File: src/logic/nts_bridge_pkg.sv
// Constants and types shared by the narrow time bus bridge
package timebridge_pkg;
   // ==========================================================
   // Widths and default sizing
   localparam int TS_W      = 7;   // narrow increment per packet
   localparam int SYNC_W    = 2;   // synchronization channel
   localparam int DEPTH     = 4;   // message buffer entries
   localparam int LAG_W     = 16;  // lag counter width
   localparam int THRESHOLD = 16;  // lag above which a resync is forced

   // ==========================================================
   // Reset values
   localparam logic RST_ACCEPT_N = 1'b1;
   localparam logic RST_VALID    = 1'b0;

   // ==========================================================
   // State encodings
   typedef enum logic [3:0] {
      ST_RESYNC = 4'h1,
      ST_RUN    = 4'h2,
      ST_FLUSH  = 4'h4,
      ST_OFF    = 4'h8
   } bridge_state_t;

   typedef enum logic [1:0] {
      Q_RUN  = 2'h1,
      Q_STOP = 2'h2
   } q_state_t;
endpackage

File: src/logic/low_power_handshake.sv
// Clock low power handshake (request, accept, activity)
`timescale 1ns/10ps
`default_nettype none
module low_power_handshake (
   input  wire logic mclk,
   input  wire logic rst_n,
   input  wire logic qreqN,
   input  wire logic idle,
   input  wire logic wake,
   output logic      qacceptN,
   output logic      qactive,
   output logic      gated,
   output logic      woke
);
   typedef struct packed {
      timebridge_pkg::q_state_t st;
      logic                     woke;
   } q_reg_t;

   q_reg_t r;
   q_reg_t next_r;

   always_comb begin
      next_r = r;
      next_r.woke = 1'b0;
      case (r.st)
         timebridge_pkg::Q_RUN: begin
            if (!qreqN && idle) begin
               next_r.st = timebridge_pkg::Q_STOP;
            end
         end
         timebridge_pkg::Q_STOP: begin
            if (qreqN) begin
               next_r.st = timebridge_pkg::Q_RUN;
               next_r.woke = 1'b1;
            end
         end
         default: next_r.st = timebridge_pkg::Q_RUN;
      endcase
   end

   always_ff @(posedge mclk) begin
      if (!rst_n) begin
         r.st <= timebridge_pkg::Q_RUN;
         r.woke <= 1'b0;
      end else begin
         r <= next_r;
      end
   end

   assign gated = (r.st == timebridge_pkg::Q_STOP);
   assign qacceptN = !gated;
   assign qactive = wake;
   assign woke = r.woke;
endmodule
`default_nettype wire

File: src/logic/ts_msg_buffer.sv
// Message buffer for timestamp increments
`timescale 1ns/10ps
`default_nettype none
module ts_msg_buffer #(
   parameter int W     = timebridge_pkg::TS_W,
   parameter int DEPTH = timebridge_pkg::DEPTH
) (
   input  wire logic         mclk,
   input  wire logic         rst_n,
   input  wire logic         flush,
   input  wire logic         push,
   input  wire logic [W-1:0] pushData,
   input  wire logic         pop,
   output logic [W-1:0]      popData,
   output logic              empty,
   output logic              full
);
   localparam int AW = $clog2(DEPTH);

   if (DEPTH < 2 || (1 << AW) != DEPTH) begin : g_chk
      $error("Buffer depth must be a power of two, at least 2");
   end

   typedef struct packed {
      logic [DEPTH-1:0][W-1:0] mem;
      logic [AW:0]             wr;
      logic [AW:0]             rd;
   } buf_reg_t;

   buf_reg_t r;
   buf_reg_t next_r;

   assign empty = (r.wr == r.rd);
   assign full  = (r.wr[AW-1:0] == r.rd[AW-1:0]) && (r.wr[AW] != r.rd[AW]);
   assign popData = r.mem[r.rd[AW-1:0]];

   always_comb begin
      next_r = r;
      if (flush) begin
         next_r.wr = '0;
         next_r.rd = '0;
      end else begin
         if (push && !full) begin
            next_r.mem[r.wr[AW-1:0]] = pushData;
            next_r.wr = r.wr + 1'b1;
         end
         if (pop && !empty) begin
            next_r.rd = r.rd + 1'b1;
         end
      end
   end

   always_ff @(posedge mclk) begin
      if (!rst_n) begin
         r <= '0;
      end else begin
         r <= next_r;
      end
   end
endmodule
`default_nettype wire

File: src/logic/narrow_timestamp_async_bridge.sv
// Narrow time bus bridge with buffering, lag bound and low power handshakes
// Behaviour
// - Increments pass through a buffer; full resolution while the master keeps pace.
// - Slow master: packets merge, so fewer packets carry the same total time.
// - Power-down request drives slave synchronization ready high.
// - Power-down flushes every buffered message out before acknowledging.
// - Acknowledge only once the logic is safe for either side to lose power.
// - Power request high again: resynchronize and emit a resync event.
// - Power handshake has no activity output and never denies.
// - Slave clock gated: incoming slave packets are disregarded.
// - Power change while slave clock gated raises slave clock activity.
// - Master clock gated: slave sync ready is withheld at once; buffer fills.
// - Leaving master clock gating sends a resync packet.
// - Output lag bounded by the threshold plus a full buffer and one more packet.
// - Lag beyond the threshold parameter forces a resync.
`timescale 1ns/10ps
`default_nettype none
module narrow_timestamp_async_bridge #(
   parameter int TS_W      = timebridge_pkg::TS_W,
   parameter int SYNC_W    = timebridge_pkg::SYNC_W,
   parameter int DEPTH     = timebridge_pkg::DEPTH,
   parameter int LAG_W     = timebridge_pkg::LAG_W,
   parameter int THRESHOLD = timebridge_pkg::THRESHOLD
) (
   input  wire logic              mclk,
   input  wire logic              rst_n,
   input  wire logic [TS_W-1:0]   tsIncS,
   input  wire logic [SYNC_W-1:0] tsSyncS,
   input  wire logic              tsSyncValidS,
   output logic                   tsSyncReadyS,
   input  wire logic              mStrobe,
   output logic [TS_W-1:0]        tsIncM,
   output logic                   tsValidM,
   output logic                   resyncM,
   output logic [SYNC_W-1:0]      tsSyncM,
   output logic                   tsSyncValidM,
   input  wire logic              tsSyncReadyM,
   input  wire logic              pwrQreqN,
   output logic                   pwrQacceptN,
   input  wire logic              clkSQreqN,
   output logic                   clkSQacceptN,
   output logic                   clkSQactive,
   input  wire logic              clkMQreqN,
   output logic                   clkMQacceptN,
   output logic                   clkMQactive
);
   if (TS_W < 1 || SYNC_W < 1 || LAG_W <= TS_W || THRESHOLD < 1 || THRESHOLD >= (1 << (LAG_W - 1))) begin : g_chk
      $error("Bridge parameters out of range");
   end

   // ==========================================================
   // State
   typedef struct packed {
      timebridge_pkg::bridge_state_t st;
      logic [LAG_W-1:0]              lag;
      logic [TS_W-1:0]               acc;
      logic [TS_W-1:0]               outInc;
      logic                          outValid;
      logic [SYNC_W-1:0]             sync;
      logic                          syncValid;
      logic                          resync;
      logic                          acceptN;
   } bridge_reg_t;

   bridge_reg_t r;
   bridge_reg_t next_r;

   logic            sGated;
   logic            mGated;
   logic            mWoke;
   logic            bufEmpty;
   logic            bufFull;
   logic [TS_W-1:0] bufOut;
   logic            push;
   logic            pop;
   logic            flush;
   logic [TS_W-1:0] pushData;
   logic [TS_W:0]   total;
   logic [TS_W-1:0] sIn;
   logic            running;
   logic            pwrDown;
   logic            overLag;
   logic            clkSActivity;

   // ==========================================================
   // Clock handshakes and message buffer
   low_power_handshake u_clk_s (
      .mclk     (mclk),
      .rst_n    (rst_n),
      .qreqN    (clkSQreqN),
      .idle     (1'b1),
      .wake     (clkSActivity),
      .qacceptN (clkSQacceptN),
      .qactive  (clkSQactive),
      .gated    (sGated),
      .woke     ()
   );

   low_power_handshake u_clk_m (
      .mclk     (mclk),
      .rst_n    (rst_n),
      .qreqN    (clkMQreqN),
      .idle     (1'b1),
      .wake     (1'b0),
      .qacceptN (clkMQacceptN),
      .qactive  (clkMQactive),
      .gated    (mGated),
      .woke     (mWoke)
   );

   ts_msg_buffer #(
      .W     (TS_W),
      .DEPTH (DEPTH)
   ) u_buf (
      .mclk     (mclk),
      .rst_n    (rst_n),
      .flush    (flush),
      .push     (push),
      .pushData (pushData),
      .pop      (pop),
      .popData  (bufOut),
      .empty    (bufEmpty),
      .full     (bufFull)
   );

   // ==========================================================
   // Datapath terms
   // Wake slave clock
   assign clkSActivity = sGated && (pwrQreqN == (r.st == timebridge_pkg::ST_OFF));

   assign running = (r.st == timebridge_pkg::ST_RUN);
   assign pwrDown = (r.st == timebridge_pkg::ST_FLUSH) || (r.st == timebridge_pkg::ST_OFF);
   assign sIn = (running && !sGated) ? tsIncS : '0;
   assign total = {1'b0, r.acc} + {1'b0, sIn};
   assign push = (running || r.st == timebridge_pkg::ST_FLUSH) && (total != '0) && !total[TS_W] && !bufFull;
   assign pushData = total[TS_W-1:0];
   assign pop = !bufEmpty && !mGated && mStrobe && (running || r.st == timebridge_pkg::ST_FLUSH);
   assign flush = (r.st == timebridge_pkg::ST_RESYNC);
   assign overLag = (r.lag > LAG_W'(THRESHOLD)) || total[TS_W];

   // ==========================================================
   // Next state
   always_comb begin
      next_r = r;
      next_r.outValid = 1'b0;
      next_r.resync = 1'b0;
      if (pop) begin
         next_r.outInc = bufOut;
         next_r.outValid = 1'b1;
      end
      next_r.lag = r.lag + LAG_W'(sIn) - (pop ? LAG_W'(bufOut) : LAG_W'(0));
      if (push) begin
         next_r.acc = '0;
      end else if (!total[TS_W]) begin
         next_r.acc = total[TS_W-1:0];
      end
      if (r.syncValid && tsSyncReadyM) begin
         next_r.syncValid = 1'b0;
      end
      if (tsSyncValidS && tsSyncReadyS && running && !sGated) begin
         next_r.sync = tsSyncS;
         next_r.syncValid = 1'b1;
      end
      case (r.st)
         timebridge_pkg::ST_RESYNC: begin
            next_r.lag = '0;
            next_r.acc = '0;
            next_r.resync = 1'b1;
            next_r.st = timebridge_pkg::ST_RUN;
         end
         timebridge_pkg::ST_RUN: begin
            if (!pwrQreqN) begin
               next_r.st = timebridge_pkg::ST_FLUSH;
            end else if (overLag || mWoke) begin
               next_r.st = timebridge_pkg::ST_RESYNC;
            end
         end
         timebridge_pkg::ST_FLUSH: begin
            if (bufEmpty && r.acc == '0 && !r.syncValid) begin
               next_r.st = timebridge_pkg::ST_OFF;
               next_r.acceptN = 1'b0;
            end
         end
         timebridge_pkg::ST_OFF: begin
            if (pwrQreqN) begin
               next_r.st = timebridge_pkg::ST_RESYNC;
               next_r.acceptN = 1'b1;
            end
         end
         default: next_r.st = timebridge_pkg::ST_RESYNC;
      endcase
   end

   always_ff @(posedge mclk) begin
      if (!rst_n) begin
         r <= '0;
         r.st <= timebridge_pkg::ST_RESYNC;
         r.acceptN <= timebridge_pkg::RST_ACCEPT_N;
         r.outValid <= timebridge_pkg::RST_VALID;
      end else begin
         r <= next_r;
      end
   end

   // ==========================================================
   // Outputs
   // Ready high in power down
   assign tsSyncReadyS = pwrDown || (running && !bufFull && !mGated && (!r.syncValid || tsSyncReadyM));
   assign tsIncM = r.outInc;
   assign tsValidM = r.outValid;
   assign resyncM = r.resync;
   assign tsSyncM = r.sync;
   assign tsSyncValidM = r.syncValid;
   assign pwrQacceptN = r.acceptN;
endmodule
`default_nettype wire

File: config.mk
export PLATFORM = sky130hd
export DESIGN_NAME = narrow_timestamp_async_bridge
export DESIGN_NICKNAME = d
export VERILOG_FILES = /design/src/logic/nts_bridge_pkg.sv /design/src/logic/low_power_handshake.sv /design/src/logic/ts_msg_buffer.sv /design/src/logic/narrow_timestamp_async_bridge.sv
export SDC_FILE = /design/constraint.sdc
export NUM_CORES = 1
export LEC_CHECK = 0
export ABC_CLOCK_PERIOD_IN_PS = 5600
export BUFFER_PORTS_ARGS = -buffer_cell sky130_fd_sc_hd__buf_4
export CAP_MARGIN = 10
export CORE_MARGIN = 5
export CORE_UTILIZATION = 49
export DETAILED_ROUTE_END_ITERATION = 12
export HOLD_SLACK_MARGIN = 0.03
export PLACE_DENSITY = 0.64
export SLEW_MARGIN = 5
export SYNTH_ARGS = -nofsm -noshare
export SYNTH_HDL_FRONTEND = slang
export SYNTH_SLANG_ARGS = --single-unit
File: constraint.sdc
create_clock -name mclk -period 5.6 [get_ports mclk]
set_input_delay 0.56 -clock mclk [delete_from_list [all_inputs] [get_ports mclk]]
set_output_delay 0.56 -clock mclk [all_outputs]
set_load 0.01 [all_outputs]
==> results of run 1 <==
-- logic make-up after synthesis --
family / synth area share
simple gates: 0.169
other cells: 0.000770
flops: 0.325
compound gates: 0.156
fa+ha+maj: 0.123
mux: 0.110
xor+xnor: 0.0403
buf+inv: 0.0752
-- worst max-delay path, delay by kind of cell (launching register included) --
| family | cells | cell delay (ns) |
|---|---|---|
| AOI/OAI and AO/OA | 3 | 1.17 |
| adders and majority gates | 1 | 0.46 |
| DFF | 1 | 0.43 |
| xor gates and xnor gates | 1 | 0.33 |
| and+or+nand+nor | 5 | 2.25 |
-- final cells by class --
cell class	instances	area [sq um]
Clock buffer	11	151
Clock inverter	5	63.8
Fill cell	908	4370
Inverter	52	195
Multi-Input combinational cell	364	2920
Sequential cell	79	1580
Tap cell	133	166
Timing Repair Buffer	37	278
-- metal layers --
| metal | global-route usage | wire length, microns |
|---|---|---|
| met1 | 0.263 | 5230 |
| met2 | 0.335 | 5380 |
| met3 | 0.0335 | 353 |
| met4 | 0.0632 | 153 |
| met5 | 0 | 0 |
-- cells in the final DEF (no fill, tap or decap), types with 5 or more instances in the layout --
master,synthesis,routed
dfxtp_1,79,79
inv_1,51,51
nand2_1,51,51
mux2i_1,38,38
buf_4,14,37
nor2_1,35,35
ha_1,35,35
a21oi_1,18,18
nor3_1,12,12
o21ai_0,12,12
clkbuf_8,0,11
nand2b_1,10,10
nor2b_1,10,10
xor2_1,9,9
xnor2_1,9,9
nand3_1,8,8
mux4_2,7,7
a211oi_1,7,7
or3_1,7,7
fa_1,7,7
a21o_1,6,6
a2111oi_2,6,6
and3_1,5,5
and2_1,5,5
o21a_1,5,5
o21bai_1,5,5
-- state kept, by name, indices dropped and copies added, names as in the netlist --
signal,flops
u_buf.r,34
r,27
tsIncM,7
tsSyncM,2
u_clk_m.r,2
u_clk_s.r,2
pwrQacceptN,1
resyncM,1
tsSyncValidM,1
tsValidM,1
u_clk_m.woke,1
-- path summary, 6_finish.rpt --
check / start / to / slack (ns) / depth (start not counted)
worst max-delay path: r[38] / r[14] / 0.84 / 10
worst min-delay path: clkSQreqN / u_clk_s.r[1] / 0.41 / 2
worst max register to register: r[38] / r[14] / 0.84 / 10
worst min register to register: u_buf.r[31] / u_buf.r[31] / 0.46 / 2
-- power by group through the flow --
stage	sequential [mW]	clock [mW]	combinational, mW
finish	0.656	0.465	0.907
global placement	0.667	0	0.892
detailed placement	0.668	0	0.899
CTS	0.656	0.476	0.908
floorplan	0.651	0	0.739
global route	0.663	0.504	1.03
==> metrics.md, run 1 <==
| Metric | Value |
|---|---|
| Antenna violations before repair | 0 |
| Setup crit end kind | flip-flop |
| Num CTS Buffers | 9 |
| Worst stage delay on the critical path | around 0.74 ns |
| Row count | 36 |
| Pwr per Cell Area | between 300 and 400 mW/mm^2 |
| Fmax | 210 MHz |
| Initial core utilization | 0.501 |
| Worst hold-check path type | in -> reg |
| Drt via density | ~5.5 |
| IO Pins | 35 |
| Max VDD drop | 0.208 mV |
| Status | finished, final reports clean |
| Syn_area_per_cell | just over 9 sq um |
| Hold Buf Count CTS | 0 |
| DP Cell Count | 665 |
| CTS sink count | 79 |
| Crit Path Max Fanout | 10 |
| Hold_ws | slightly above 0.4 ns |
| Gate power share | 0.447 |
| Final GP Congestion | 0.812 |
| Final Instance Area | roughly 0.0054 sq mm |
| Max Clock Skew | roughly 0.0064 ns |
| Synth area leader | dfxtp_1 |
| Sequence of cells on the critical path | or4b_2 > nor2_1 > nand2_1 > fa_1 > nand2b_1 > a21oi_2 > xnor3_1 > or4_1 > o41a_1 > a2111oi_2 |
| Worst slew pin tran | between 1 and 1.5 ns |
| Final Hold Viols | 0 |
| Overall Power | 2.03 mW |
| DR vias | ~3,700 |
| Minimum clock period | between 4 and 5 ns |
| Power share of the clock group | 0.229 |
| Layout cell share with drive strength beyond 1 | 0.144 |
| Gr ovfl total | 0 |
| Largest net degree at the start of global routing | 46 |
| Yosys reg bits | roughly 80 |
| ANT cells | 0 |
| DP HPWL | 8580 microns |
| Clock Root Buffer | clkbuf_8 |
| Finished Layout Cells | approximately 680 |
| Setup ws final | 0.837 ns |
| WL per Instance | ~16 microns |
| Die Span Y | between 100 and 150 microns |
| Ys Warns | 0 |
| Final setup vio count | 0 |
| Worst-Skew Late Latency | approximately 0.37 ns |
| Reg clk slew, reported paths | roughly 0.08 ns |
| Core area | ~0.0097 sq mm |
| Startpoint types | flip-flop |
| H-Tree Depth | 3 |
| WS Path Type | reg -> reg |
| DRT Pass-1 Iters | 5 |
| Post-synth cell types | 70 |
| Switch Pwr | between 0.7 and 0.8 mW |
| Ys async rst share | 0 |
| Top-count cell post-synth | dfxtp_1 |
| Total routed wirelength | ~11,000 microns |
| RSZ-0062 raised after global routing | false |
| Ys flop type | dfxtp_1 |
| CP arrival | 5.02 ns |
| Internal power | 1.25 mW |
| Sum Neg Setup Slack | 0 ns |
| Placed inst area | 0.00514 sq mm |
| Post_cts resized | 0 |
| Seq/Total Area, Yosys | 0.325 |
| Synth area leaders | dfxtp_1 (32%), ha_1 (9.0%), mux2i_1 (7.8%), inv_1 (3.9%), nand2_1 (3.9%) |
| Cell count after synthesis | about 520 |
| Max Buffers Root-to-Sink | 2 |
| Die Wd | 110 microns |
| Worst path required time | slightly below 6 ns |
| Switching share of power | 0.382 |
| First-pass GRT wire length | between 15,000 and 20,000 microns |
| Final Cycle Share | 0.851 |
| Buffers on Ports | 33 |
| DRC Markers | 0 |
| Max-Cap Viols | 0 |
| P_leak | between 2 and 2.5 nW |
| Vias in the first global route | between 3,000 and 4,000 |
| Synthesized area | around 0.0049 sq mm |
| Final Max Slew Viols | 0 |
| Max-slew headroom | 0.256 |
| Antenna Nets Post-Route | 0 |
| Drt initial violations | around 140 |
| Nets | 602 |
| Top post-synthesis cells by count | dfxtp_1 (79), inv_1 (51), nand2_1 (51), mux2i_1 (38) |
| Syn_nets | about 580 |
| Sequential power share | 0.323 |
| Dpl ws | around 0.84 ns |
| Postcts setup bufs | 0 |
| Util after Layout | 0.551 |
| CP max-delay cell | or4_1 |
| CTS tree | done |
| All-Layer GR Usage | 0.200 |
| Post-synth EDFFs | 0 |
| Share of the synthesized area in the top cell type | 0.325 |
| Die area | between 0.01 and 0.015 sq mm |
| Area growth syn-to-layout | 10.0% |
No activity file was read; power rests on OpenSTA's default activity.
==> run 2, diff against run 1 <==
ABC_CLOCK_PERIOD_IN_PS = 5210   (was 5600)
clock period = 5.21 ns   (was 5.6 ns; I/O delays follow)
==> metrics.md, run 2 (synthesized netlist as in run 1, its figures left out) <==
| Metric | Value |
|---|---|
| Largest net degree at the start of global routing | 46 (unchanged) |
| Sequence of cells on the critical path | or4b_2 > nor2_1 > nand2_1 > fa_1 > nand2b_1 > a21oi_2 > xnor3_1 > or4_1 > o41ai_4 > mux2i_1 |
| Reg clk slew, reported paths | 0.09 ns (about the same) |
| Worst slew pin tran | 1.09 ns (-0.0309 ns) |
| Row count | 36 (unchanged) |
| Final Max Slew Viols | 0 (unchanged) |
| Worst stage delay on the critical path | 0.75 ns (about the same) |
| Area growth syn-to-layout | 9.81% |
| Post_cts resized | 0 (unchanged) |
| Worst-Skew Late Latency | 0.36 ns (about the same) |
| Antenna violations before repair | 0 (unchanged) |
| Nets | 604 (+0.33%) |
| Util after Layout | 0.550 (-0.00103) |
| Top reg by flops | u_buf.r |
| Die area | 0.0120 sq mm (unchanged) |
| Sum Neg Setup Slack | 0 ns (unchanged) |
| First-pass GRT wire length | 18,000 microns (-2.3%) |
| Max VDD drop | 0.214 mV (+2.8%) |
| DP HPWL | 8290 microns (-3.4%) |
| IO Pins | 35 (unchanged) |
| Max Clock Skew | 0.0152 ns (+0.00884 ns) |
| Area of the multi-input gates | 0.00292 sq mm (unchanged) |
| ANT cells | 0 (unchanged) |
| Worst hold-check path type | in -> reg |
| Fillers | 922 (+1.5%) |
| WL per Instance | 16.0 microns (-1.7%) |
| Register area | 0.00158 sq mm (unchanged) |
| CTS tree | done |
| Final setup vio count | 0 (unchanged) |
| CP arrival | 5.07 ns (+0.05 ns) |
| WS Path Type | reg -> reg |
| Max FFs per register | 34 (unchanged) |
| Die Wd | 110 microns (unchanged) |
| Max-Cap Viols | 0 (unchanged) |
| Core area | 0.00973 sq mm (unchanged) |
| Gr ovfl total | 0 (unchanged) |
| Status | finished, final reports clean |
| Commonest non-fill, non-tap cell in the layout | dfxtp_1 |
| Max-slew headroom | 0.276 (+0.0206) |
| Total routed wirelength | 11,000 microns (-1.4%) |
| Pwr per Cell Area | 397 mW/mm^2 (+5.0%) |
| H-Tree Depth | 3 (unchanged) |
| Crit Path Max Fanout | 10 (unchanged) |
| Final Cycle Share | 0.918 (+0.0674) |
| P_leak | 2.32 nW (about the same) |
| Buffers on Ports | 33 (unchanged) |
| DRC Markers | 0 (unchanged) |
| Final Hold Viols | 0 (unchanged) |
| Worst path required time | 5.50 ns (-0.36 ns) |
| Most frequent cells in the layout | dfxtp_1 (79), inv_1 (51), nand2_1 (51), buf_4 (39), mux2i_1 (38) |
| Drt initial violations | 189 (+31%) |
| RSZ-0062 raised after global routing | false |
| Setup crit end kind | flip-flop |
| Layout cell share with drive strength beyond 1 | 0.147 (+0.00311) |
| Minimum clock period | 4.78 ns (+0.0194 ns) |
| Antenna Nets Post-Route | 0 (unchanged) |
| DRT Pass-1 Iters | 5 (unchanged) |
| DR vias | 3,758 (+1.2%) |
| Postcts setup bufs | 0 (unchanged) |
| Fmax | 209 MHz (-0.41%) |
| Final GP Congestion | 0.827 (+1.9%) |
| Drt via density | 5.50 (+0.94%) |
| Startpoint types | flip-flop |
| Max Buffers Root-to-Sink | 2 (unchanged) |
| Die Span Y | 110 microns (unchanged) |
| Num CTS Buffers | 9 (unchanged) |
| All-Layer GR Usage | 0.193 (-0.00641) |
| Initial core utilization | 0.501 (unchanged) |
| CP max-delay cell | o41ai_4 |
| CTS sink count | 79 (unchanged) |
| Vias in the first global route | 3,634 (-1.5%) |
| Clock Root Buffer | clkbuf_8 |
| Hold Buf Count CTS | 0 (unchanged) |
-- run 2: worst paths after layout --
check | depth (start not counted) | to | slack, ns | from
worst max-delay path | 10 | u_buf.r[24] | 0.43 | r[38]
worst min-delay path | 2 | u_clk_s.r[1] | 0.36 | clkSQreqN
worst max register to register | 10 | u_buf.r[24] | 0.43 | r[38]
worst min register to register | 2 | u_buf.r[31] | 0.45 | u_buf.r[31]
-- run 2: layout make-up --
type	count	share of cell area
Clock buffer	11	0.0283
Tap cell	133	0.0311
Multi-Input combinational cell	364	0.547
Timing Repair Buffer	39	0.0547
Clock inverter	5	0.00725
Sequential cell	79	0.296
Inverter	52	0.0365
-- run 2: through the flow --
step | power, mW | hold slack (ns) | area (sq um) | cells | worst slack (ns)
3_5_place_dp | 1.68 | 0.444 | 5160 | 667 | 0.416
3_3_place_gp | 1.68 | 0.437 | 5160 | 667 | 0.453
5_1_grt | 2.30 | 0.368 | 5350 | 683 | 0.146
6_report | 2.13 | 0.365 | 5350 | 683 | 0.427
2_1_floorplan | 1.49 | 0.425 | 4870 | 524 | 1.14
4_1_cts | 2.14 | 0.354 | 5350 | 683 | 0.391
-- run 2: worst max-delay path, delay by kind of cell (launching register included) --
family                     cells  cell delay, ns
xor gates and xnor gates       1            0.32
AOI/OAI and AO/OA              2            0.99
adders and majority gates      1            0.46
DFF                            1            0.43
muxes                          1            0.26
and+or+nand+nor                5            2.24
-- run 2: where the power goes --
part           switching [mW]  internal (mW)  total, mW
sequential             0.0443          0.660      0.704
clock                   0.245          0.203      0.447
combinational           0.539          0.436      0.974
-- run 2: layer usage --
layer	track usage	wire length, microns	vias to the layer above
met4	0.0739	282	0
met3	0.0405	407	21
met5	0	0	-
met2	0.314	5130	68
met1	0.252	5140	1801
li1	-	-	1868
